--- src/hdl/rx_eq_lock_defs.vh ---
// Register offsets, field positions, reset values and timing for the receive-port control
`ifndef RX_EQ_LOCK_DEFS_VH
`define RX_EQ_LOCK_DEFS_VH

// Register offsets
`define PORT_SELECT_OFFSET      8'h4c
`define FS_QUALIFY_OFFSET       8'hbc
`define PORT_DEBUG_OFFSET       8'hd0
`define EQ_CTL2_OFFSET          8'hd2
`define EQUALIZER_CURRENT_SETTING_OFFSET        8'hd3
`define EQ_MANUAL_OFFSET        8'hd4
`define EQ_LIMITS_OFFSET        8'hd5

// Reset values
`define PORT_SELECT_RESET       8'h00
`define FS_QUALIFY_RESET        8'h80
`define PORT_DEBUG_RESET        8'h00
`define EQ_CTL2_RESET           8'h94
`define EQ_MANUAL_RESET         8'h60
`define EQ_LIMITS_RESET         8'hf2

// Port select field
`define PORT_SEL_BIT            0

// Port debug fields
`define DBG_SELFTEST_BIT        5
`define DBG_INJECT_CONT_BIT     1
`define DBG_INJECT_ONCE_BIT     0
`define DBG_WRITABLE_MASK       8'hdf

// Equalizer control two fields
`define CTL2_WAIT_MSB           7
`define CTL2_WAIT_LSB           5
`define CTL2_FIRST_LOCK_BIT     4
`define CTL2_RESTART_BIT        3
`define CTL2_FLOOR_EN_BIT       2
`define CTL2_WRITABLE_MASK      8'hf4
`define CTL2_STORED_MASK        8'hf4

// Manual override fields
`define MAN_UPPER_MSB           7
`define MAN_UPPER_LSB           5
`define MAN_LOCK_WAIT_BIT       4
`define MAN_LOWER_MSB           3
`define MAN_LOWER_LSB           1
`define MAN_SELECT_BIT          0

// Search limit fields
`define LIM_CEIL_MSB            7
`define LIM_CEIL_LSB            4
`define LIM_FLOOR_MSB           3
`define LIM_FLOOR_LSB           0

// Timing: shortest step wait, and the core clock period
`define EQ_WAIT_BASE_NS         164000
`define CORE_CLK_PERIOD_NS      10

`endif

--- src/hdl/eq_search_engine.v ---
// Adaptive equalizer search engine for one receive port
`include "rx_eq_lock_defs.vh"

module eq_search_engine #(
   parameter BASE_WAIT_CYCLES = `EQ_WAIT_BASE_NS / `CORE_CLK_PERIOD_NS
)(
   input  wire       core_clk_i,
   input  wire       rst_i,
   input  wire [2:0] wait_code_i,
   input  wire       first_lock_restart_i,
   input  wire       floor_enable_i,
   input  wire [3:0] floor_i,
   input  wire [3:0] ceiling_i,
   input  wire       restart_i,
   input  wire       manual_select_i,
   input  wire [2:0] manual_upper_i,
   input  wire [2:0] manual_lower_i,
   input  wire       lock_detect_i,
   output reg  [5:0] setting_o,
   output reg        adapt_done_o
);
   localparam [1:0] ST_SEARCH = 2'b01;
   localparam [1:0] ST_LOCKED = 2'b10;

   reg [1:0]  state_q;
   reg [3:0]  idx_q;
   reg [21:0] timer_q;
   reg        first_seen_q;
   reg        started_q;
   wire [3:0]  start_idx  = floor_enable_i ? floor_i : 4'h0;
   wire [21:0] wait_limit = BASE_WAIT_CYCLES[21:0] << wait_code_i;

   // Search: step one setting per expired wait, wrap to start past ceiling
   always @(posedge core_clk_i or posedge rst_i)
   begin
      if (rst_i)
      begin
         state_q      <= ST_SEARCH;
         idx_q        <= 4'h0;
         timer_q      <= 22'h000000;
         first_seen_q <= 1'b0;
         started_q    <= 1'b0;
         adapt_done_o <= 1'b0;
      end
      else if (!started_q)
      begin
         // RULE11 first search at floor; reset itself may only load constants
         started_q <= 1'b1;
         idx_q     <= start_idx;
         timer_q   <= 22'h000000;
      end
      else if (restart_i)
      begin
         // RULE9 restart from start
         state_q      <= ST_SEARCH;
         idx_q        <= start_idx;
         timer_q      <= 22'h000000;
         adapt_done_o <= 1'b0;
      end
      else
      begin
         case (state_q)
            ST_SEARCH:
            begin
               if (lock_detect_i && !first_seen_q && first_lock_restart_i)
               begin
                  // RULE8 first lock restart
                  first_seen_q <= 1'b1;
                  idx_q        <= 4'h0;
                  timer_q      <= 22'h000000;
               end
               else if (lock_detect_i)
               begin
                  first_seen_q <= 1'b1;
                  state_q      <= ST_LOCKED;
                  adapt_done_o <= 1'b1;
               end
               // RULE7 step wait time
               else if (timer_q + 22'h000001 >= wait_limit)
               begin
                  timer_q <= 22'h000000;
                  // RULE15 ceiling bound
                  if (idx_q >= ceiling_i)
                     idx_q <= start_idx;
                  else
                     idx_q <= idx_q + 4'h1;
               end
               else
                  timer_q <= timer_q + 22'h000001;
            end
            ST_LOCKED:
            begin
               if (!lock_detect_i)
               begin
                  state_q      <= ST_SEARCH;
                  timer_q      <= 22'h000000;
                  adapt_done_o <= 1'b0;
               end
            end
            default:
               state_q <= ST_SEARCH;
         endcase
      end
   end

   // Setting in use: manual fields win while bypassed
   always @(posedge core_clk_i or posedge rst_i)
   begin
      if (rst_i)
         setting_o <= 6'h00;
      else if (manual_select_i)
         // RULE12 RULE14 manual setting
         setting_o <= {manual_upper_i, manual_lower_i};
      else
         // RULE16 floor start
         setting_o <= {2'b00, idx_q};
   end
endmodule

--- src/hdl/rx_port_equalizer_lock_control.v ---
// Per-port equalizer, lock, frame-start and back-channel error control with port-selected registers
`include "rx_eq_lock_defs.vh"

// What this block does
// RULE1: Register accesses reach only the receive port chosen by the port select register.
// RULE2: Raw mode frame start waits until frame valid held the programmed count.
// RULE3: Debug bit 5 reads whether the remote serializer runs self-test.
// RULE4: Continuous inject bit corrupts one bit in every back-channel frame.
// RULE5: Single inject bit corrupts one bit in exactly one back-channel frame.
// RULE6: After the single injection, nothing more until the bit rises again.
// RULE7: Search waits a coded time, 164 us doubling per code, before stepping.
// RULE8: First-lock mode restarts the search from zero at first receiver lock.
// RULE9: Writing one to the restart bit restarts adaptation from its start value.
// RULE10: The restart bit clears itself and always reads zero.
// RULE11: Floor enable makes adaptation start at the floor setting, not zero.
// RULE12: While bypassed, setting bits 5:3 come from the upper manual field.
// RULE13: Lock-mode bit makes reported lock wait for equalizer adaptation done.
// RULE14: While bypassed, setting bits 2:0 come from the lower manual field.
// RULE15: Search never passes the ceiling; host keeps ceiling above floor.
// RULE16: With floor enabled, the 4-bit floor field is the start setting.
// RULE17: The setting in use reads back as a 6-bit status value.
module rx_port_equalizer_lock_control #(
   parameter BASE_WAIT_CYCLES = `EQ_WAIT_BASE_NS / `CORE_CLK_PERIOD_NS
)(
   input  wire        core_clk_i,
   input  wire        rst_i,
   input  wire [7:0]  reg_addr_i,
   input  wire [7:0]  reg_wdata_i,
   input  wire        reg_wr_i,
   input  wire        reg_rd_i,
   output reg  [7:0]  reg_rdata_o,
   output reg         reg_rvalid_o,
   input  wire [1:0]  lock_detect_i,
   input  wire [1:0]  raw_mode_i,
   input  wire [1:0]  frame_valid_signal_i,
   input  wire [1:0]  remote_selftest_i,
   input  wire [1:0]  bc_frame_start_i,
   output wire [1:0]  frame_start_o,
   output wire [1:0]  bc_error_inject_o,
   output wire [1:0]  rx_lock_o,
   output wire [11:0] equalizer_current_setting_o
);
   localparam NUM_PORTS = 2;

   reg  [7:0] port_select_q;
   reg  [7:0] fs_qualify_q [0:NUM_PORTS-1];
   reg  [7:0] debug_q      [0:NUM_PORTS-1];
   reg  [7:0] ctl2_q       [0:NUM_PORTS-1];
   reg  [7:0] manual_q     [0:NUM_PORTS-1];
   reg  [7:0] limits_q     [0:NUM_PORTS-1];
   reg  [7:0] fv_count_q   [0:NUM_PORTS-1];
   reg  [NUM_PORTS-1:0] fv_fired_q;
   reg  [NUM_PORTS-1:0] frame_start_q;
   reg  [NUM_PORTS-1:0] once_armed_q;
   reg  [NUM_PORTS-1:0] inject_q;
   reg  [NUM_PORTS-1:0] selftest_q;
   reg  [NUM_PORTS-1:0] restart_q;
   reg  [NUM_PORTS-1:0] rx_lock_q;
   wire [5:0] eq_setting [0:NUM_PORTS-1];
   wire [NUM_PORTS-1:0] eq_done;
   wire       cur_port = port_select_q[`PORT_SEL_BIT];

   // Write strobe for one port register, shared by every per-port write
   function port_write;
      input [31:0] port;
      input        sel;
      input        wr;
      input [7:0]  addr;
      input [7:0]  offset;
      begin
         port_write = wr && (addr == offset) && (port == {31'h00000000, sel});
      end
   endfunction

   // Port select register is global
   always @(posedge core_clk_i or posedge rst_i)
   begin
      if (rst_i)
         port_select_q <= `PORT_SELECT_RESET;
      else if (reg_wr_i && reg_addr_i == `PORT_SELECT_OFFSET)
         port_select_q <= reg_wdata_i;
   end

   genvar p;
   generate
      for (p = 0; p < NUM_PORTS; p = p + 1)
      begin : g_port
         wire wr_fs   = port_write(p, cur_port, reg_wr_i, reg_addr_i, `FS_QUALIFY_OFFSET);
         wire wr_dbg  = port_write(p, cur_port, reg_wr_i, reg_addr_i, `PORT_DEBUG_OFFSET);
         wire wr_ctl2 = port_write(p, cur_port, reg_wr_i, reg_addr_i, `EQ_CTL2_OFFSET);
         wire wr_man  = port_write(p, cur_port, reg_wr_i, reg_addr_i, `EQ_MANUAL_OFFSET);
         wire wr_lim  = port_write(p, cur_port, reg_wr_i, reg_addr_i, `EQ_LIMITS_OFFSET);
         wire once_rise = wr_dbg && reg_wdata_i[`DBG_INJECT_ONCE_BIT]
                          && !debug_q[p][`DBG_INJECT_ONCE_BIT];

         // RULE1 per-port register copies
         always @(posedge core_clk_i or posedge rst_i)
         begin
            if (rst_i)
            begin
               fs_qualify_q[p] <= `FS_QUALIFY_RESET;
               debug_q[p]      <= `PORT_DEBUG_RESET;
               ctl2_q[p]       <= `EQ_CTL2_RESET;
               manual_q[p]     <= `EQ_MANUAL_RESET;
               limits_q[p]     <= `EQ_LIMITS_RESET;
               restart_q[p]    <= 1'b0;
            end
            else
            begin
               if (wr_fs)
                  fs_qualify_q[p] <= reg_wdata_i;
               if (wr_dbg)
                  debug_q[p] <= reg_wdata_i & `DBG_WRITABLE_MASK;
               // RULE10 restart never stored
               if (wr_ctl2)
                  ctl2_q[p] <= reg_wdata_i & `CTL2_STORED_MASK;
               if (wr_man)
                  manual_q[p] <= reg_wdata_i;
               if (wr_lim)
                  limits_q[p] <= reg_wdata_i;
               // RULE9 one-cycle restart pulse
               restart_q[p] <= wr_ctl2 && reg_wdata_i[`CTL2_RESTART_BIT];
            end
         end

         // Raw-mode frame start qualification; one start per frame-valid period
         always @(posedge core_clk_i or posedge rst_i)
         begin
            if (rst_i)
            begin
               fv_count_q[p]    <= 8'h00;
               fv_fired_q[p]    <= 1'b0;
               frame_start_q[p] <= 1'b0;
            end
            else if (raw_mode_i[p] && frame_valid_signal_i[p])
            begin
               if (fv_count_q[p] != 8'hff)
                  fv_count_q[p] <= fv_count_q[p] + 8'h01;
               // RULE2 minimum frame valid
               if (!fv_fired_q[p] && ({1'b0, fv_count_q[p]} + 9'h001 >= {1'b0, fs_qualify_q[p]}))
               begin
                  fv_fired_q[p]    <= 1'b1;
                  frame_start_q[p] <= 1'b1;
               end
               else
                  frame_start_q[p] <= 1'b0;
            end
            else
            begin
               fv_count_q[p]    <= 8'h00;
               fv_fired_q[p]    <= 1'b0;
               frame_start_q[p] <= 1'b0;
            end
         end

         // Back-channel error injection; a fresh arm in the consuming cycle survives
         always @(posedge core_clk_i or posedge rst_i)
         begin
            if (rst_i)
            begin
               once_armed_q[p] <= 1'b0;
               inject_q[p]     <= 1'b0;
            end
            else
            begin
               // RULE4 RULE5 corrupt frame bit
               inject_q[p] <= bc_frame_start_i[p] &&
                              (debug_q[p][`DBG_INJECT_CONT_BIT] || once_armed_q[p]);
               // RULE6 rearm on rising write
               if (once_rise)
                  once_armed_q[p] <= 1'b1;
               else if (bc_frame_start_i[p])
                  once_armed_q[p] <= 1'b0;
            end
         end

         // Self-test flag and qualified lock
         always @(posedge core_clk_i or posedge rst_i)
         begin
            if (rst_i)
            begin
               selftest_q[p] <= 1'b0;
               rx_lock_q[p]  <= 1'b0;
            end
            else
            begin
               // RULE3 remote self-test flag
               selftest_q[p] <= remote_selftest_i[p];
               // RULE13 lock waits for equalizer
               if (manual_q[p][`MAN_LOCK_WAIT_BIT])
                  rx_lock_q[p] <= lock_detect_i[p] && eq_done[p];
               else
                  rx_lock_q[p] <= lock_detect_i[p];
            end
         end

         // RULE11 RULE16 floor start select
         eq_search_engine #(
            .BASE_WAIT_CYCLES (BASE_WAIT_CYCLES)
         ) u_eq (
            .core_clk_i           (core_clk_i),
            .rst_i                (rst_i),
            .wait_code_i          (ctl2_q[p][`CTL2_WAIT_MSB:`CTL2_WAIT_LSB]),
            .first_lock_restart_i (ctl2_q[p][`CTL2_FIRST_LOCK_BIT]),
            .floor_enable_i       (ctl2_q[p][`CTL2_FLOOR_EN_BIT]),
            .floor_i              (limits_q[p][`LIM_FLOOR_MSB:`LIM_FLOOR_LSB]),
            .ceiling_i            (limits_q[p][`LIM_CEIL_MSB:`LIM_CEIL_LSB]),
            .restart_i            (restart_q[p]),
            .manual_select_i      (manual_q[p][`MAN_SELECT_BIT]),
            .manual_upper_i       (manual_q[p][`MAN_UPPER_MSB:`MAN_UPPER_LSB]),
            .manual_lower_i       (manual_q[p][`MAN_LOWER_MSB:`MAN_LOWER_LSB]),
            .lock_detect_i        (lock_detect_i[p]),
            .setting_o            (eq_setting[p]),
            .adapt_done_o         (eq_done[p])
         );

         // Outputs are flop values
         assign frame_start_o[p]                   = frame_start_q[p];
         assign bc_error_inject_o[p]               = inject_q[p];
         assign rx_lock_o[p]                       = rx_lock_q[p];
         assign equalizer_current_setting_o[6*p+5 -: 6] = eq_setting[p];
      end
   endgenerate

   // Read mux for the selected port; unmapped offsets read zero
   always @(posedge core_clk_i or posedge rst_i)
   begin
      if (rst_i)
      begin
         reg_rdata_o  <= 8'h00;
         reg_rvalid_o <= 1'b0;
      end
      else
      begin
         reg_rvalid_o <= reg_rd_i;
         if (reg_rd_i)
         begin
            case (reg_addr_i)
               `PORT_SELECT_OFFSET: reg_rdata_o <= port_select_q;
               `FS_QUALIFY_OFFSET:  reg_rdata_o <= fs_qualify_q[cur_port];
               `PORT_DEBUG_OFFSET:
                  reg_rdata_o <= debug_q[cur_port] |
                                 ({7'h00, selftest_q[cur_port]} << `DBG_SELFTEST_BIT);
               `EQ_CTL2_OFFSET:     reg_rdata_o <= ctl2_q[cur_port];
               // RULE17 setting in use
               `EQUALIZER_CURRENT_SETTING_OFFSET:   reg_rdata_o <= {2'b00, eq_setting[cur_port]};
               `EQ_MANUAL_OFFSET:   reg_rdata_o <= manual_q[cur_port];
               `EQ_LIMITS_OFFSET:   reg_rdata_o <= limits_q[cur_port];
               default:             reg_rdata_o <= 8'h00;
            endcase
         end
      end
   end
endmodule

--- config.mk ---
export PLATFORM = sky130hd
export DESIGN_NAME = rx_port_equalizer_lock_control
export DESIGN_NICKNAME = d
export VERILOG_FILES = /design/src/hdl/eq_search_engine.v /design/src/hdl/rx_port_equalizer_lock_control.v
export VERILOG_INCLUDE_DIRS = /design/src /design/src/hdl
export SDC_FILE = /design/constraint.sdc
export NUM_CORES = 1
export LEC_CHECK = 0
export BUFFER_PORTS_ARGS = -buffer_cell sky130_fd_sc_hd__buf_2
export CAP_MARGIN = 0
export CORE_MARGIN = 3
export CORE_UTILIZATION = 40
export DETAILED_ROUTE_END_ITERATION = 10
export RECOVER_POWER = 100
export SYNTH_ARGS = -nofsm -noshare
export SYNTH_HDL_FRONTEND = slang
export SYNTH_HIERARCHICAL = 1
export SYNTH_SLANG_ARGS = --single-unit
--- constraint.sdc ---
create_clock -name core_clk_i -period 5.3 [get_ports core_clk_i]
set_input_delay 0.265 -clock core_clk_i [delete_from_list [all_inputs] [get_ports core_clk_i]]
set_output_delay 0.265 -clock core_clk_i [all_outputs]
set_load 0.01 [all_outputs]
# Yosys cells after proc, flatten, opt, wreduce, memory -nomap -nowiden

Cells that the tools add are included.

Shifts and indexed selects: 2
Reductions and logical operators: 58
Bitwise gates (word level): 5
Eq/ne operators: 35
$add $sub $neg: 8
Order comparisons: 8
Muxes and demuxes: 93

Operators with widths:

| kind                  | number |
|---|---|
| $mux 22               | 12 |
| $mux 8                | 19 |
| $pmux 22 s2           | 2 |
| $mux 4                | 16 |
| $pmux 8 s7            | 1 |
| $eq 8x8->1 const B    | 6 |
| $add 22x1->22 const B | 2 |
| $ge 22x22->1          | 2 |
| $shl 15x3->22 const A | 2 |
| $logic_and 1x1->1     | 34 |
| $ne 4x4->1 const B    | 8 |
| $mux 6                | 5 |
| $mux 1                | 26 |
| $ne 3x3->1 const B    | 8 |
| $add 8x1->9 const B   | 2 |
| $ge 9x8->1            | 2 |
| $add 8x1->8 const B   | 2 |
| $mux 2                | 8 |
| $ne 8x8->1 const B    | 2 |
| $reduce_and 4->1      | 4 |
| $reduce_and 3->1      | 4 |
| $ne 5x5->1 const B    | 2 |
| $reduce_and 5->1      | 2 |
| $add 4x1->4 const B   | 2 |
| other kinds (16)      | 36 |

Logic and storage cells: 251
Bits of input ports: 30
Flip-flop bits (word level): 192

# Longest topological paths before layout

Word-level depth: 8
Depth in mapped cells: 13
Gate-level depth less buffers: 12

# By module

The synthesis kept the hierarchy.

By module, submodules not included:

| module                         | area each (um^2) | instances | seq. area each (um^2) | cells an instance |
|---|---|---|---|---|
| rx_port_equalizer_lock_control | 6,042.0          | 1         | 3,005.4               | 508 |
| eq_search_engine               | 2,529.9          | 2         | 927.1                 | 272 |

# Worst setup path after synthesis

Ideal clock, no wire load.

Path type: register to register
Start: register g_port[0].u_eq.timer_q[3]
End: register g_port[0].u_eq.timer_q[2]
Path slack: 2.181 ns
Setup time: 0.116 ns
Path buffers: 1
Arrival time: 3.004 ns
Cell stages (with the launch flop): 13
Required time: 5.184 ns
Cells stage by stage: dfrtp_1 -> nand4_2 -> nor3_1 -> nand4_1 -> and2_1 -> or2_2 -> ha_1 -> and4_1 -> a21oi_1 -> and4b_1 -> clkbuf_1 -> o21ai_0 -> o311ai_0

Cells in the longest elaborated chain, start to end: 8

Ends and longest elaborated chain:

| what                   | line                  | source |
|---|---|---|
| start, declared        | eq_search_engine.v:27 | `reg [21:0] timer_q;` |
| start signal, assigned | eq_search_engine.v:89 | `timer_q <= timer_q + 22'h000001;` |
| $add 22x1->22          | eq_search_engine.v:79 | `else if (timer_q + 22'h000001 >= wait_limit)` |
| $ge 22x22->1           | eq_search_engine.v:79 |  |
| $mux 22                | eq_search_engine.v:79 |  |
| $mux 22                | eq_search_engine.v:72 | `else if (lock_detect_i)` |
| $mux 22                | eq_search_engine.v:65 | `if (lock_detect_i && !first_seen_q && first_lock_restart_i)` |
| $pmux 22 s2            | eq_search_engine.v:62 | `case (state_q)` |
| $mux 22                | eq_search_engine.v:52 | `else if (restart_i)` |
| $mux 22                | eq_search_engine.v:45 | `else if (!started_q)` |

No other way between the ends. The select of a mux whose other input is x is not followed.
A chain may end at the register's enable or synchronous reset.

# Worst setup path after layout

Start: register g_port[0].u_eq.timer_q[2]
End: register g_port[0].u_eq.idx_q[1]

Cells in the longest elaborated chain, start to end: 4

Ends and longest elaborated chain:

| what                              | line                  | source |
|---|---|---|
| $add 22x1->22                     | eq_search_engine.v:79 |  |
| $ge 22x22->1                      | eq_search_engine.v:79 |  |
| $ne 4x4->1 (no source line)       | -                     |  |
| $reduce_and 3->1 (no source line) | -                     |  |
| end signal, assigned              | eq_search_engine.v:56 | `idx_q <= start_idx;` |
| end signal, assigned              | eq_search_engine.v:84 | `idx_q <= start_idx;` |
| end signal, assigned              | eq_search_engine.v:86 | `idx_q <= idx_q + 4'h1;` |
| end, declared                     | eq_search_engine.v:26 | `reg [3:0] idx_q;` |

No other way between the ends.

==> results.md <==
- Cell Pwr Density: 280 nW/µm²
- First-pass GRT wire length: 43700 µm
- Die Footprint: 29800 µm²
- CTS Buffer Depth: 2
- Area after DPL: 11700 µm²
- Ys async rst share: 100%
- GRT Overall Usage: 18.1%
- Post-synthesis net count: 1150
- Ys flop type: dfrtp_1
- Setup bufs post-CTS: 0
- Yosys top cell area share: 38.1%
- Synthesized instance count: 1052
- Startpoint class of the critical path: flop
- Clock Sinks: 193
- Rel. slew slack: -111%
- Peak supply drop: 0.202 mV
- Compound-Gate Fraction of Synth Area: 12.3%
- Final Hold Fails: 0
- Number of remaining DRC errors: 0
- Min cycle time layout: 4.24 ns
- Ys Warns: 6
- Chip height: 173 µm
- Syn Area/Cell: 10.6 µm²
- Register bit total from synthesis: 193
- Max_cap viols: 4
- Final ANT Viol Nets: 0
- Register area: 4860 µm²
- Largest net degree at the start of global routing: 74
- DR pass1 iterations: 4
- Placer Congestion: 0.841
- Number of distinct library cells after synthesis: 75
- Via count: 8213
- Diode count: 0
- DRT iter0 DRCs: 502
- Post-Synth XOR/XNOR Area: 3.31%
- RSZ-0062 raised after global routing: false
- Area contributors post-synth: dfrtp_1 (38%), ha_1 (7.7%), mux2_2 (7.4%), dfstp_2 (5.7%), nand2_1 (3.2%)
- H-Tree Depth: 4
- Layout Cells excl Fill: 1487
- Clock root cell: clkbuf_16
- Final slew viol count: 187
- DR WL/cell: 18.3 µm
- Post-cts resize count: 0
- Fill cell count: 2551
- Post-DP HPWL: 19400 µm
- Status: finished, violations left
- Finished Cell Area: 12200 µm²
- Period utilisation layout: 80.0%
- Simple-gate share of the synthesized area: 17.4%
- FP Rows: 60
- Post-Route WL: 27200 µm
- Lkg Pwr: 5.53 nW
- Port bufs: 56
- I/O pin count: 57
- Starting Density: 41.0%
- Maximum clock frequency: 236 MHz
- Setup Viol. Count Final: 0
- Slew @ Worst Pin: 3.15 ns
- Setup TNS Final: 0 ns
- Crit. End Element: flop
- Synth-to-Final Area Change: 10.3%
- Core area: 27100 µm²
- Worst Hold Class: in -> reg
- Clock slew at reported path FFs: 0.07 ns
- Total congestion overflow: 0
- Critical path data required time: 5.62 ns
- Layout cells sized above 1: 16.4%
- CP Class: reg -> reg
- Vias in the first global route: 7934
- Post-layout net count: 1200
- Clk_lat worst skew: 0.44 ns
- Worst Path Arrival: 4.55 ns
- Skew final: 0.0152 ns
- Initial antenna violation count: 0
- Synth area leader: dfrtp_1
- Vias per inst: 5.52
- Post-synthesis mux area share: 12.3%
- Final Util: 45.2%
- Failing checks: max-capacitance violations, max-slew violations
- Synthesized-area fraction occupied by adder cells: 7.66%
- Worst-path fanout max: 8
- Main combinational cell family by area after synthesis: simple AND/OR/NAND/NOR gates
- Number of synthesized flops with an enable pin: 0
- Die Width: 173 µm
- Sequential fraction of the synthesis area: 43.8%
- Mapped cell area: 11100 µm²
- CTS Buf Count: 17
- Multi-input gate area: 5810 µm²
- CTS tree: done
- Inst Count DP: 1451
==> stage by stage <==
stage               total power [mW]  hold WS [ns]  setup WS (ns)
floorplan                       1.95         0.296           1.91
global placement                2.09         0.305           1.56
detailed placement              2.09         0.310           1.45
CTS                             3.47        0.0238           1.43
global route                    3.58        0.0330          0.660
finish                          3.43        0.0326           1.06
==> flip-flops by register name (all words and copies together), names as in the netlist, 4 cells and up <==
signal,flops
limits_q,16
ctl2_q,10
fv_count_q,16
g_port.u_eq/idx_q,8
fs_qualify_q,16
g_port.u_eq/setting_o,12
g_port.u_eq/timer_q,44
reg_rdata_o,8
debug_q,14
manual_q,16
port_select_q,8
g_port.u_eq/state_q,4
==> layout make-up <==
class	count	area share (%)
clock buffers	17	3.48
multi-input cells	778	47.5
well taps	372	3.80
clock inverters	15	1.57
flip-flops and latches	193	39.7
inverters	44	1.36
repair buffers	68	2.62
==> critical path, stage by stage, from the launching register on <==
cell,delay [ns]
dfrtp_1,0.48
and4_1,0.27
and3_1,0.19
nand4_1,0.11
and2_1,0.19
or2_2,0.30
ha_1,0.29
a21oi_1,0.16
o21a_1,0.14
nor2_1,0.04
nor4_1,0.91
clkbuf_1,0.40
o31a_1,0.30
mux2_1,0.34
==> layer usage <==
| layer | vias to the layer above | wire (µm) | track usage [%] |
|---|---|---|---|
| met1 | 4088 | 13800 | 27.0 |
| met2 | 151 | 12100 | 27.9 |
| met4 | 0 | 286 | 4.12 |
| met3 | 19 | 991 | 2.70 |
| li1 | 3955 | - | - |
| met5 | - | 0 | 0 |
==> report_power, final <==
part | total [mW] | internal (mW) | switching, mW
clock | 1.37 | 0.721 | 0.651
sequential | 1.59 | 1.54 | 0.0595
combinational | 0.467 | 0.148 | 0.319
total | 3.43 | 2.40 | 1.03
==> cell families (layout without fill, tap and decap cells) <==
group,Yosys count,after routing
AO/OA/AOI/OAI,194,194
AND/OR/NAND/NOR,353,353
XOR/XNOR,42,42
flip-flops,193,193
buffers and inverters,81,144
multiplexers,119,119
other,2,2
adder cells (fa/ha/maj),68,68
==> final timing paths <==
check / slack [ns] / endpoint / startpoint / cells after the start
worst max register to register: 1.06 / g_port[0].u_eq/idx_q[1]$_DFFE_PP0P_ / g_port[0].u_eq/timer_q[2]$_DFFE_PP0P_ / 13
worst min-delay path: 0.03 / once_armed_q[1]$_DFFE_PP0P_ / bc_frame_start_i[1] / 2
worst min register to register: 0.46 / frame_start_o[1]$_DFF_PP0_ / fv_fired_q[1]$_DFFE_PP0P_ / 1
min in group asynchronous: 0.38 / g_port[0].u_eq/setting_o[2]$_DFF_PP0_ / rst_i / 3
worst max-delay path: 1.06 / g_port[0].u_eq/idx_q[1]$_DFFE_PP0P_ / g_port[0].u_eq/timer_q[2]$_DFFE_PP0P_ / 13
max in group asynchronous: 1.67 / port_select_q[0]$_DFFE_PP0P_ / rst_i / 4
==> placed cells by master (no fill, tap or decap), types with 11 or more instances in the layout <==
cell type	netlist	layout
a21oi_1	34	34
nor4_1	13	12
o22ai_1	12	12
nor2b_1	20	20
xnor2_1	26	26
nand2_1	95	96
a22o_1	26	26
nand3_1	25	25
and3_1	17	17
nor2_1	60	64
xor2_1	16	16
clkbuf_1	21	36
and2_1	18	13
ha_1	68	68
nand4_1	18	19
inv_1	43	42
buf_2	10	25
nor3_1	14	16
dfrtp_1	169	168
clkbuf_16	0	17
o21a_1	14	14
o21ai_0	35	35
or2_2	11	11
mux2_2	73	72
dfstp_2	24	20
mux2i_1	32	32
==> repair_timing <==
item | CTS | global route
hold buffers | 4 | 0
setup endpoints to repair | 0 | 0
endpoints found under the hold margin | 25 | 0
==> cells in the mapped netlist (4+ instances only) <==
library cell	n
or4_1	5
buf_2	10
nand2_1	95
inv_1	43
nand3_1	25
o221ai_1	10
nand2b_1	4
o21ai_0	35
nand3b_1	10
nor2_1	60
dfrtp_1	169
or2_2	11
o21a_1	14
a32oi_1	4
or3_1	6
o2bb2ai_1	8
a22o_1	26
mux2_4	6
and2_1	18
a211oi_1	8
ha_1	68
mux2_1	4
clkbuf_1	21
nor3_1	14
mux2i_1	32
a21o_1	4
o211ai_1	8
and3_1	17
nand4_1	18
dfstp_2	24
and4_1	8
mux2_2	73
xnor2_1	26
xor2_1	16
o22ai_1	12
mux4_2	4
nor4_1	13
a21oi_1	34
nor2b_1	20
Note: power is estimated with default switching activity, not from simulation.
